==> config.mk <==
export PLATFORM = sky130hd
export DESIGN_NAME = ip_address_boot_config
export DESIGN_NICKNAME = d
export VERILOG_FILES = /design/src/design/ip_boot_pkg.sv /design/src/design/ip_address_boot_config.sv
export VERILOG_INCLUDE_DIRS = /design/src /design/src/design
export SDC_FILE = /design/constraint.sdc
export NUM_CORES = 1
export LEC_CHECK = 0
export BUFFER_PORTS_ARGS = -buffer_cell sky130_fd_sc_hd__buf_2
export CAP_MARGIN = 20
export CELL_PAD_IN_SITES_DETAIL_PLACEMENT = 1
export CELL_PAD_IN_SITES_GLOBAL_PLACEMENT = 2
export CORE_MARGIN = 4
export CORE_UTILIZATION = 33
export DETAILED_ROUTE_END_ITERATION = 8
export PLACE_DENSITY_LB_ADDON = 0.3
export SLEW_MARGIN = 20
export SYNTH_ARGS = -nofsm -noshare
export SYNTH_HDL_FRONTEND = slang
export SYNTH_SLANG_ARGS = --single-unit
==> constraint.sdc <==
create_clock -name mclk -period 5.19 [get_ports mclk]
set_input_delay 0.519 -clock mclk [delete_from_list [all_inputs] [get_ports mclk]]
set_output_delay 0.519 -clock mclk [all_outputs]
set_load 0.02 [all_outputs]
==> src/design/ip_boot_consts.svh <==
`ifndef IP_BOOT_CONSTS_SVH
`define IP_BOOT_CONSTS_SVH

// ************************************************************
// Register word offsets
// ************************************************************
`define OFS_OWN_ADDR      4'h0
`define OFS_SUBNET_MASK   4'h1
`define OFS_GATEWAY       4'h2
`define OFS_CONTROL       4'h3
`define OFS_STATUS        4'h4
`define OFS_NAME_NUMBER   4'h5
`define OFS_NV_ADDR       4'h6
`define OFS_NV_MASK       4'h7
`define OFS_NV_GATEWAY    4'h8

// ************************************************************
// Reset and fixed values
// ************************************************************
`define NV_ADDR_DEFAULT   32'hC0A8640A
`define NET_PREFIX        24'hC0A864
`define DERIVED_MASK      32'hFFFFFF00
`define NV_MASK_DEFAULT   32'hFFFFFF00
`define NV_GW_DEFAULT     32'h00000000
`define HOST_MAX          8'h9F
`define HOST_MIN          8'h01
`define HOST_ZERO_SUB     8'h01
`define HOST_BCAST_SUB    8'hFE
`define MAC_ZERO          8'h00
`define MAC_BCAST         8'hFF
`define LOW_LAST_NAME     4'h9
`define LOW_SERVER_A      4'hA
`define LOW_SERVER_B      4'hB
`define LOW_STORED_C      4'hC
`define LOW_STORED_D      4'hD
`define LOW_CLEAR         4'hE
`define LOW_DERIVED       4'hF
`define ASCII_ZERO        8'h30
`define DIGIT_TEN         4'hA
`define DIGIT_BASE        8'h0A
`define HUNDRED           8'h64
`define BOOT_SAMPLE_CNT   2'h2
`define BOOT_LAST_CNT     2'h3
`define CTRL_SAVE_BIT     0
`define CTRL_CLEAR_BIT    1
`define CTRL_DUP_BIT      2
`define CTRL_CONN_BIT     3

`endif

==> src/design/ip_boot_pkg.sv <==
package ip_boot_pkg;

    typedef enum logic [2:0] {
        MODE_NAME    = 3'b000,
        MODE_SERVER  = 3'b001,
        MODE_STORED  = 3'b010,
        MODE_CLEAR   = 3'b011,
        MODE_DERIVED = 3'b100
    } boot_mode_t;

    typedef enum logic [2:0] {
        LED_OFF        = 3'b000,
        LED_NO_PARAMS  = 3'b001,
        LED_READY      = 3'b010,
        LED_DUP_ADDR   = 3'b011,
        LED_WAIT_NET   = 3'b100
    } led_code_t;

    typedef struct packed {
        logic [31:0] addr;
        logic [31:0] mask;
        logic [31:0] gateway;
    } net_cfg_t;

endpackage

==> src/design/ip_address_boot_config.sv <==
// The Avalon-MM slave port and the register offsets were decided locally.
`timescale 1ns/10ps
`default_nettype none
`include "ip_boot_consts.svh"

module ip_address_boot_config
    import ip_boot_pkg::*;
#(
    parameter int CONN_POLL_CYCLES = 250
) (
    input  wire logic        mclk,
    input  wire logic        nrst,
    input  wire logic [3:0]  low_digit_switch,
    input  wire logic [3:0]  high_digit_switch,
    input  wire logic [7:0]  mac_last_byte,
    input  wire logic        server_addr_valid,
    input  wire logic [31:0] server_addr,
    input  wire logic [31:0] server_mask,
    input  wire logic [31:0] server_gateway,
    input  wire logic        dup_addr_detect,
    input  wire logic        link_up,
    input  wire logic [3:0]  avs_address,
    input  wire logic        avs_read,
    input  wire logic        avs_write,
    input  wire logic [31:0] avs_writedata,
    input  wire logic [3:0]  avs_byteenable,
    output logic [31:0]      avs_readdata,
    output logic             avs_waitrequest,
    output logic             server_request,
    output logic             server_by_name,
    output logic [23:0]      server_lookup_digits,
    output net_cfg_t         active_cfg,
    output boot_mode_t       boot_mode,
    output led_code_t        led_code,
    output logic             green_led,
    output logic             net_config_enable
);

    // ************************************************************
    // Switch synchronisers and boot sample
    // ************************************************************
    logic [3:0] low_s1_r;
    logic [3:0] low_s2_r;
    logic [3:0] high_s1_r;
    logic [3:0] high_s2_r;
    logic       dup_s1_r;
    logic       dup_s2_r;
    logic       link_s1_r;
    logic       link_s2_r;
    logic [1:0] boot_cnt_r;
    logic       sampled_r;

    always_ff @(posedge mclk or negedge nrst) begin
        if (!nrst) begin
            low_s1_r  <= 4'h0;
            low_s2_r  <= 4'h0;
            high_s1_r <= 4'h0;
            high_s2_r <= 4'h0;
            dup_s1_r  <= 1'b0;
            dup_s2_r  <= 1'b0;
            link_s1_r <= 1'b0;
            link_s2_r <= 1'b0;
        end else begin
            low_s1_r  <= low_digit_switch;
            low_s2_r  <= low_s1_r;
            high_s1_r <= high_digit_switch;
            high_s2_r <= high_s1_r;
            dup_s1_r  <= dup_addr_detect;
            dup_s2_r  <= dup_s1_r;
            link_s1_r <= link_up;
            link_s2_r <= link_s1_r;
        end
    end

    // Wait for synchroniser fill so the sample never sees reset zeros
    always_ff @(posedge mclk or negedge nrst) begin
        if (!nrst) begin
            boot_cnt_r <= 2'h0;
        end else if (boot_cnt_r != `BOOT_LAST_CNT) begin
            boot_cnt_r <= boot_cnt_r + 2'h1;
        end
    end

    wire sample_now = (boot_cnt_r == `BOOT_SAMPLE_CNT) && !sampled_r;

    // ************************************************************
    // Mode decode, latched once per boot
    // ************************************************************
    boot_mode_t mode_nxt;

    always_comb begin
        unique case (low_s2_r)
            `LOW_SERVER_A, `LOW_SERVER_B: mode_nxt = MODE_SERVER;
            `LOW_STORED_C, `LOW_STORED_D: mode_nxt = MODE_STORED;
            `LOW_CLEAR:                   mode_nxt = MODE_CLEAR;
            `LOW_DERIVED:                 mode_nxt = MODE_DERIVED;
            default:                      mode_nxt = MODE_NAME;
        endcase
    end

    always_ff @(posedge mclk or negedge nrst) begin
        if (!nrst) begin
            sampled_r <= 1'b0;
            boot_mode <= MODE_NAME;
        end else if (sample_now) begin
            sampled_r <= 1'b1;
            boot_mode <= mode_nxt;
        end
    end

    // ************************************************************
    // Switch number and name digits
    // ************************************************************
    logic [7:0] switch_num;
    logic [7:0] hundreds;
    logic [7:0] rem_tens;

    always_comb begin
        switch_num = 8'({4'h0, high_s2_r} * `DIGIT_TEN) + {4'h0, low_s2_r};
        hundreds   = (switch_num >= `HUNDRED) ? 8'h01 : 8'h00;
        rem_tens   = switch_num - 8'(hundreds * `HUNDRED);
    end

    wire host_ok = (switch_num >= `HOST_MIN) && (switch_num <= `HOST_MAX);

    always_ff @(posedge mclk or negedge nrst) begin
        if (!nrst) begin
            server_lookup_digits <= 24'h0;
        end else if (sample_now) begin
            server_lookup_digits <= {`ASCII_ZERO + hundreds,
                                     `ASCII_ZERO + 8'(rem_tens / `DIGIT_BASE),
                                     `ASCII_ZERO + 8'(rem_tens % `DIGIT_BASE)};
        end
    end

    // ************************************************************
    // Non-volatile copy, staged writes and control
    // ************************************************************
    net_cfg_t   nv_r;
    net_cfg_t   stage_r;
    logic       nv_valid_r;
    logic       cleared_r;
    logic [7:0] clear_host_r;
    logic       conn_en_r;

    wire bus_ok  = net_config_enable;
    // Writes land only at the accept edge, so a stalled request is never applied twice
    wire wr_hit  = avs_write && !avs_waitrequest && bus_ok;

    function automatic logic [31:0] merge(input logic [31:0] old, input logic [31:0] d,
                                          input logic [3:0] be);
        logic [31:0] r;
        r = old;
        for (int i = 0; i < 4; i++) begin
            if (be[i]) begin
                r[i*8 +: 8] = d[i*8 +: 8];
            end
        end
        return r;
    endfunction

    // Stored copy follows nrst here; a true power cycle keeps it in the outside store
    always_ff @(posedge mclk or negedge nrst) begin
        if (!nrst) begin
            nv_r       <= '{`NV_ADDR_DEFAULT, `NV_MASK_DEFAULT, `NV_GW_DEFAULT};
            nv_valid_r <= 1'b1;
        end else if (sample_now && mode_nxt == MODE_CLEAR) begin
            nv_valid_r <= 1'b0;
        end else if (boot_mode == MODE_CLEAR && sampled_r && host_ok && !cleared_r) begin
            nv_r.addr  <= {nv_r.addr[31:8], switch_num};
            nv_valid_r <= 1'b1;
        end else if (wr_hit && avs_address == `OFS_CONTROL && avs_writedata[`CTRL_SAVE_BIT]) begin
            nv_r       <= stage_r;
            nv_valid_r <= 1'b1;
        end
    end

    // Switch number committed to the stored copy until ready is shown
    // Ready needs the same valid number on two edges, so a turning knob shows two-flash
    always_ff @(posedge mclk or negedge nrst) begin
        if (!nrst) begin
            cleared_r    <= 1'b0;
            clear_host_r <= 8'h0;
        end else if (boot_mode == MODE_CLEAR && sampled_r) begin
            clear_host_r <= switch_num;
            cleared_r    <= host_ok && (clear_host_r == switch_num);
        end
    end

    always_ff @(posedge mclk or negedge nrst) begin
        if (!nrst) begin
            stage_r   <= '{`NV_ADDR_DEFAULT, `NV_MASK_DEFAULT, `NV_GW_DEFAULT};
            conn_en_r <= 1'b1;
        end else if (wr_hit) begin
            unique case (avs_address)
                `OFS_NV_ADDR:    stage_r.addr    <= merge(stage_r.addr, avs_writedata, avs_byteenable);
                `OFS_NV_MASK:    stage_r.mask    <= merge(stage_r.mask, avs_writedata, avs_byteenable);
                `OFS_NV_GATEWAY: stage_r.gateway <= merge(stage_r.gateway, avs_writedata, avs_byteenable);
                `OFS_CONTROL:    conn_en_r       <= avs_byteenable[0] ? avs_writedata[`CTRL_CONN_BIT] : conn_en_r;
                default:         stage_r         <= stage_r;
            endcase
        end
    end

    // ************************************************************
    // Active configuration, taken once per boot
    // ************************************************************
    logic [7:0] derived_host;
    logic       cfg_valid_r;

    always_comb begin
        unique case (mac_last_byte)
            `MAC_ZERO:  derived_host = `HOST_ZERO_SUB;
            `MAC_BCAST: derived_host = `HOST_BCAST_SUB;
            default:    derived_host = mac_last_byte;
        endcase
    end

    always_ff @(posedge mclk or negedge nrst) begin
        if (!nrst) begin
            active_cfg  <= '0;
            cfg_valid_r <= 1'b0;
        end else if (sample_now) begin
            unique case (mode_nxt)
                MODE_STORED: begin
                    active_cfg  <= nv_r;
                    cfg_valid_r <= nv_valid_r;
                end
                MODE_DERIVED: begin
                    active_cfg.addr    <= {`NET_PREFIX, derived_host};
                    active_cfg.mask    <= `DERIVED_MASK;
                    active_cfg.gateway <= {`NET_PREFIX, derived_host};
                    cfg_valid_r        <= 1'b1;
                end
                default: begin
                    active_cfg  <= '0;
                    cfg_valid_r <= 1'b0;
                end
            endcase
        end else if ((boot_mode == MODE_NAME || boot_mode == MODE_SERVER) && sampled_r
                     && server_addr_valid && !cfg_valid_r) begin
            active_cfg  <= '{server_addr, server_mask, server_gateway};
            cfg_valid_r <= 1'b1;
        end
    end

    always_ff @(posedge mclk or negedge nrst) begin
        if (!nrst) begin
            server_request <= 1'b0;
        end else begin
            server_request <= sampled_r && !cfg_valid_r
                              && (boot_mode == MODE_NAME || boot_mode == MODE_SERVER);
        end
    end

    // Latched with the mode so the identity kind never lags the decoded mode
    always_ff @(posedge mclk or negedge nrst) begin
        if (!nrst) begin
            server_by_name <= 1'b0;
        end else if (sample_now) begin
            server_by_name <= mode_nxt == MODE_NAME;
        end
    end

    // ************************************************************
    // Status LED code and periodic connection poll
    // ************************************************************
    logic [$clog2(CONN_POLL_CYCLES+1)-1:0] poll_cnt_r;
    logic dup_seen_r;

    always_ff @(posedge mclk or negedge nrst) begin
        if (!nrst) begin
            dup_seen_r <= 1'b0;
        end else if (cfg_valid_r && dup_s2_r) begin
            dup_seen_r <= 1'b1;
        end
    end

    always_ff @(posedge mclk or negedge nrst) begin
        if (!nrst) begin
            poll_cnt_r <= '0;
            green_led  <= 1'b0;
        end else if (poll_cnt_r == ($bits(poll_cnt_r))'(CONN_POLL_CYCLES - 1)) begin
            poll_cnt_r <= '0;
            green_led  <= conn_en_r && link_s2_r && cfg_valid_r;
        end else begin
            poll_cnt_r <= poll_cnt_r + 1'b1;
        end
    end

    always_ff @(posedge mclk or negedge nrst) begin
        if (!nrst) begin
            led_code <= LED_OFF;
        end else if (!sampled_r) begin
            led_code <= LED_OFF;
        end else if (dup_seen_r) begin
            led_code <= LED_DUP_ADDR;
        end else if (boot_mode == MODE_CLEAR) begin
            led_code <= cleared_r ? LED_READY : LED_NO_PARAMS;
        end else if (cfg_valid_r) begin
            led_code <= LED_READY;
        end else if (boot_mode == MODE_STORED) begin
            led_code <= LED_NO_PARAMS;
        end else begin
            led_code <= LED_WAIT_NET;
        end
    end

    assign net_config_enable = cfg_valid_r && !dup_seen_r;

    // ************************************************************
    // Avalon-MM slave, one wait cycle then answer
    // ************************************************************
    logic ack_r;

    always_ff @(posedge mclk or negedge nrst) begin
        if (!nrst) begin
            ack_r <= 1'b0;
        end else begin
            ack_r <= (avs_read || avs_write) && !ack_r;
        end
    end

    assign avs_waitrequest = (avs_read || avs_write) && !ack_r;

    always_ff @(posedge mclk or negedge nrst) begin
        if (!nrst) begin
            avs_readdata <= 32'h0;
        end else if (avs_read && !ack_r) begin
            if (!bus_ok) begin
                avs_readdata <= 32'h0;
            end else begin
                unique case (avs_address)
                    `OFS_OWN_ADDR:    avs_readdata <= active_cfg.addr;
                    `OFS_SUBNET_MASK: avs_readdata <= active_cfg.mask;
                    `OFS_GATEWAY:     avs_readdata <= active_cfg.gateway;
                    `OFS_CONTROL:     avs_readdata <= {28'h0, conn_en_r, 3'h0};
                    `OFS_STATUS:      avs_readdata <= {22'h0, green_led, nv_valid_r, cfg_valid_r,
                                                       led_code, 1'b0, boot_mode};
                    `OFS_NAME_NUMBER: avs_readdata <= {8'h0, server_lookup_digits};
                    `OFS_NV_ADDR:     avs_readdata <= stage_r.addr;
                    `OFS_NV_MASK:     avs_readdata <= stage_r.mask;
                    `OFS_NV_GATEWAY:  avs_readdata <= stage_r.gateway;
                    default:          avs_readdata <= 32'h0;
                endcase
            end
        end
    end

endmodule
`default_nettype wire

Word-level counts from Yosys, hierarchy flattened

Cells that the tools add are included.

Register bits: 398
Word-level logic and storage cells: 162

$add $sub $neg: 7
Multiply operators: 2
Divide/modulo/power cells: 2
$lt $le $gt $ge: 3
Eq/ne operators: 25
Multiplexer cells: 23
Bitwise logic cells: 2
Reduce and logical (&&, ||, !) cells: 54

Operators with widths:

| operator                                                                             | count |
|---|---|
| 32-bit one-hot mux with 9 select lines                                               | 1 |
| 96-bit two-way mux                                                                   | 2 |
| 96-bit one-hot mux with 2 select lines                                               | 1 |
| 72-bit two-way mux                                                                   | 1 |
| 3-bit AND reduction                                                                  | 14 |
| 32-bit two-way mux                                                                   | 1 |
| 4-bit equality test (second input constant)                                          | 7 |
| 1-bit logical AND                                                                    | 22 |
| 6-bit by 8-bit adder with 8-bit output (first input constant)                        | 2 |
| 4-bit by 3-bit equality test with 1-bit output (second input constant)               | 4 |
| 8-bit equality test (second input constant)                                          | 2 |
| 8-bit two-way mux                                                                    | 2 |
| 8-bit one-hot mux with 2 select lines                                                | 1 |
| 3-bit two-way mux                                                                    | 5 |
| 3-bit by 2-bit equality test with 1-bit output (second input constant)               | 4 |
| 3-bit one-hot mux with 4 select lines                                                | 1 |
| 8-bit by 1-bit adder with 8-bit output (second input constant)                       | 1 |
| 8-bit by 4-bit adder with 8-bit output                                               | 1 |
| 8-bit by 4-bit divider with 8-bit output (second input constant)                     | 1 |
| 4-bit by 2-bit equality test with 1-bit output (second input constant)               | 2 |
| 8-bit equality test                                                                  | 1 |
| 8-bit by 1-bit greater-or-equal comparator with 1-bit output (second input constant) | 1 |
| 8-bit by 7-bit greater-or-equal comparator with 1-bit output (second input constant) | 1 |
| 8-bit <= comparator (second input constant)                                          | 1 |
| other kinds (24)                                                                     | 39 |

Longest topological paths before layout

Word-level depth: 10
Mapped depth: 23
Mapped depth without buffers: 21

Worst setup path after synthesis

No wires, ideal clock.

Path kind: reg-to-reg
Start point: reg high_s2_r[3]
End point: reg server_lookup_digits[2]
Setup time: 0.121 ns
Arrival: 4.962 ns
Required time: 5.069 ns
Path slack: 0.106 ns
Stages on the path, launching flop included: 23
Buffers on the path: 2
Cells stage by stage: dfrtp_1 -> ha_1 -> ha_1 -> inv_1 -> fa_1 -> a2111oi_4 -> xnor2_2 -> a31oi_1 -> inv_1 -> ha_1 -> ha_1 -> buf_2 -> xnor2_1 -> and3_2 -> o21ai_0 -> and3b_2 -> nor3_1 -> o221ai_1 -> clkbuf_8 -> nand3_1 -> o21ai_1 -> a221o_1 -> o22a_1

Cells in the longest elaborated chain, start to end: 8

Ends and longest elaborated chain:

| what                                                                          | RTL line                      | source |
|---|---|---|
| from (decl)                                                                   | ip_address_boot_config.sv:45  | `logic [3:0] high_s2_r;` |
| from (signal assigned)                                                        | ip_address_boot_config.sv:67  | `high_s2_r <= high_s1_r;` |
| 4-bit by 3-bit multiplier with 7-bit output (no source line)                  | n/a                           |  |
| 8-bit by 4-bit adder with 8-bit output                                        | ip_address_boot_config.sv:119 | `` switch_num = 8'({4'h0, high_s2_r} * `DIGIT_TEN) + {4'h0, low_s2_r}; `` |
| 8-bit by 7-bit greater-or-equal comparator with 1-bit output (no source line) | n/a                           |  |
| 1-bit two-way mux                                                             | ip_address_boot_config.sv:120 | `` hundreds = (switch_num >= `HUNDRED) ? 8'h01 : 8'h00; `` |
| via hundreds[0]                                                               | ip_address_boot_config.sv:115 | `logic [7:0] hundreds;` |
| 1-bit by 5-bit multiplier with 6-bit output (no source line)                  | n/a                           |  |
| 8-bit subtractor                                                              | ip_address_boot_config.sv:121 | `` rem_tens = switch_num - 8'(hundreds * `HUNDRED); `` |
| 8-bit by 4-bit remainder unit with 8-bit output (no source line)              | n/a                           |  |
| 6-bit by 8-bit adder with 8-bit output (no source line)                       | n/a                           |  |
| to (signal assigned)                                                          | ip_address_boot_config.sv:130 | `` server_lookup_digits <= {`ASCII_ZERO + hundreds, `` |
| to (decl)                                                                     | ip_address_boot_config.sv:31  | `output logic [23:0] server_lookup_digits,` |

The timed path passes the listed nets, and every way through them passes these cells.
A chain may end at the register's enable or synchronous reset.

Worst setup path after layout

Start point: reg high_s2_r[1]
End point: reg server_lookup_digits[3]

The elaborated chain is that of the path after synthesis.

==> reports/qor.csv <==
stage,metric,value,unit
detailed_routing,drtIter0Drc,1084,
timing,fin_ws,235,ps
cts,htreeDepth,2,
worst_setup_path,critPathArrivalTime,5460,ps
synthesis,yosys.area.top_type,dfrtp_1,
cells_and_area,fin_nets,2140,
power_and_ir_drop,p_switching,3.64,mW
synthesis,yosysMostFrequentCell,dfrtp_1,
cts,clock_path_buffers,3,
cts,numCtsBuffers,47,
cts,tritoncts,built,
grt,grt.total_usage,0.235,
synthesis,synth_area_per_cell,11.2,um2
grt,grt_pass1_vias,16100,
detailed_routing,drt-wirelength-per-cell,25.9,um
power_and_ir_drop,switching_share,0.347,
synthesis,synth_area,0.0184,mm2
synthesis,synthTopCellsByArea,"dfrtp_1 43%, mux2_2 12%, dfstp_2 10%",
synthesis,yosysUniqueCellTypes,79,
timing,min_period_over_period,0.955,
detailed_routing,vias_per_cell,5.41,
synthesis,synth_edf_count,0,
cts,clockRootBuffer,clkbuf_16,
grt,globalRoute.totalOverflow,0,
cells_and_area,fillerInstances,6069,
grt,grt_max_degree,114,
detailed_routing,vias,14900,
synthesis,synth_top_area_share,0.434,
placed_design,port_buffers,315,
worst_setup_path,start_kind,register,
timing,drv_slew,0,
cells_and_area,fin_area,0.0228,mm2
timing,setup_viol_count_final,0,
cts,clock_sinks,389,
timing,relSlewSlack,0.243,
cells_and_area,area_growth,24.0,%
floorplan,io_pins,322,
worst_setup_path,required,5700,ps
worst_setup_path,crit_type,reg -> reg,
placed_design,dpl.hpwl,49.1,mm
synthesis,synthArstFlopShare,1.00,
placed_design,place_ws,-74.6,ps
timing,rsz0062_at_grt,yes,
power_and_ir_drop,leakage,10.8,nW
worst_hold_path,hp-class,in -> reg,
detailed_routing,drc,0,
floorplan,die_x,244,um
detailed_routing,postRouteAntennaNets,0,
run,max_cap_violations,0,
synthesis,yosysSeqAreaShare,0.534,
power_and_ir_drop,ir_drop,0.237,mV
grt,antenna_found_initial,7,
grt,grt_pass1_wl,107,mm
worst_setup_path,end_kind,register,
timing,fin_skew,20.6,ps
detailed_routing,first_pass_iters,5,
outcome,status,"complete, no violations",
synthesis,syn_inst,1641,
cells_and_area,layout-drive-gt1-share,0.385,
timing,clock.fmax,202,MHz
timing,max_slew.worst_pin.slew,1130,ps
floorplan,fp.dieArea,0.0595,mm2
synthesis,yosys_most_used_dff,dfrtp_1,
power_and_ir_drop,pwr_density_cell,460,mW/mm2
worst_setup_path,crit_fanout,5,
synthesis,yosysWarnings,0,
worst_setup_path,timing.reg2reg.setup_slack,240,ps
timing,period_minus_slack,4950,ps
floorplan,fp.coreArea,0.0551,mm2
floorplan,die_h,244,um
detailed_routing,finalWirelength,71.2,mm
cells_and_area,register_area,0.00982,mm2
floorplan,start_util,0.334,
power_and_ir_drop,clockPowerShare,0.342,
placed_design,place_congestion,0.803,
synthesis,synth-seq-cells,389,
power_and_ir_drop,pwr-share-comb,0.280,
floorplan,rows,86,
timing,hold_violations,0,
cells_and_area,multi_input_area,0.00809,mm2
power_and_ir_drop,p_seq_frac,0.377,
synthesis,netlist_top_cells_count,"319 x dfrtp_1, 210 x nand2_1, 196 x mux2_2",
cts,cts.clk_slew.worst_paths,60,ps
placed_design,dpl_cell_area,0.0210,mm2
power_and_ir_drop,internal_power,6.85,mW
cts,clock_latency,590,ps
## state kept, by name (all words and copies together) (netlist names), 2 cells and up
register,count
boot_cnt_r,2
active_cfg,96
low_s1_r,4
high_s2_r,4
avs_readdata,32
nv_r,96
clear_host_r,8
led_code,3
low_s2_r,4
high_s1_r,4
boot_mode,3
poll_cnt_r,8
stage_r,96
server_lookup_digits,16
## cells in the final DEF (no fill, tap or decap), types with 6 or more instances in the layout
cell	n
and3_1	6
nor2_1	40
nand2b_1	7
inv_1	18
a221oi_1	40
xor2_1	9
dfrtp_1	319
mux2_2	196
a22o_1	10
clkbuf_8	10
a22oi_1	17
clkinv_2	7
a31oi_1	57
clkbuf_1	13
a21oi_1	74
buf_4	62
buf_2	314
a21o_1	12
nand3_1	56
ha_1	15
dfstp_2	70
a221o_1	11
o22ai_1	10
mux2i_1	76
nor2b_1	8
bufinv_16	8
nand2_1	208
conb_1	8
and2_1	8
nor3_1	10
a222oi_1	9
xnor2_1	15
o21ai_0	113
clkbuf_16	48
nand4_1	7
## cells by family after synthesis
logic type | synth area share
xor+xnor | 0.0159
flops | 0.534
buf+inv | 0.0342
mux | 0.161
fa+ha+maj | 0.0136
simple gates | 0.0952
other cells | 0.000409
compound gates | 0.145
## timing repair
item | 4_1_cts | 5_1_grt
setup endpoints to repair | 3 | 4
buffers inserted | 0 | 3
hold buffers | 1 | 0
pin swaps | 0 | 5
gates resized for setup | 2 | 14
hold endpoints to repair | 9 | 0
## path summary, 6_finish.rpt
check,start,to,cells past startpoint
min reg2reg,link_s1_r,link_s2_r,0
min in group asynchronous,nrst,active_cfg[44],2
max,high_s2_r[1],server_lookup_digits[3],21
max in group asynchronous,nrst,server_lookup_digits[3],3
max reg2reg,high_s2_r[1],server_lookup_digits[3],21
min,low_digit_switch[0],low_s1_r[0],1
## power by group through the flow
stage                     Clock, mW  Sequential, mW  Combinational [mW]
final                          3.59            3.96                2.94
after global routing           3.79            4.01                3.21
after CTS                      3.67            3.96                2.90
after detailed placement          0            4.01                2.88
after global placement            0            4.00                2.82
after floorplan                   0            4.24                1.32
## metrics by stage
| stage | hold slack, ps | setup TNS (ps) | power, mW | std cells | util |
|---|---|---|---|---|---|
| 4_1_cts | 8.06 | 0 | 10.5 | 2746 | 0.411 |
| 3_3_place_gp | 335 | 0 | 6.83 | 2657 | 0.380 |
| 2_1_floorplan | 223 | 0 | 5.56 | 1647 | - |
| 6_report | 42.8 | 0 | 10.5 | 2754 | 0.414 |
| 5_1_grt | 14.5 | -19.7 | 11.0 | 2753 | 0.413 |
| 3_5_place_dp | 336 | -104 | 6.88 | 2657 | 0.380 |
## area by class of cell
type / instances / share of cell area
clock inverter: 17 / 0.0132
sequential: 389 / 0.431
multi-input combinational: 1123 / 0.355
clock buffer: 71 / 0.0609
inverter: 19 / 0.00313
antenna: 4 / 0.000439
tap: 748 / 0.0411
timing repair buffer: 383 / 0.0949
## worst max-delay path, cell delays in order (launching register included)
cell       delay (ps)
dfrtp_1           410
ha_1              300
ha_1              180
inv_1              60
fa_1              410
xor2_2            230
a2111oi_4         390
xnor2_2           120
a31oi_2           210
inv_1              80
ha_1              210
ha_1              210
xnor2_1           140
and3_2            230
o21ai_2           120
and3b_2           230
nor3_2            200
o221ai_2          190
and2_1            250
buf_4             150
o41ai_1           320
o221a_2           230
## per-layer routing
metal	track usage	part of all wire	vias to the layer above
li1	-	-	6636
met1	0.313	0.44	7793
met2	0.394	0.48	380
met3	0.0440	0.052	95
met4	0.0648	0.026	2
met5	0	0.00011	-
(Power assumes the default switching activity.)
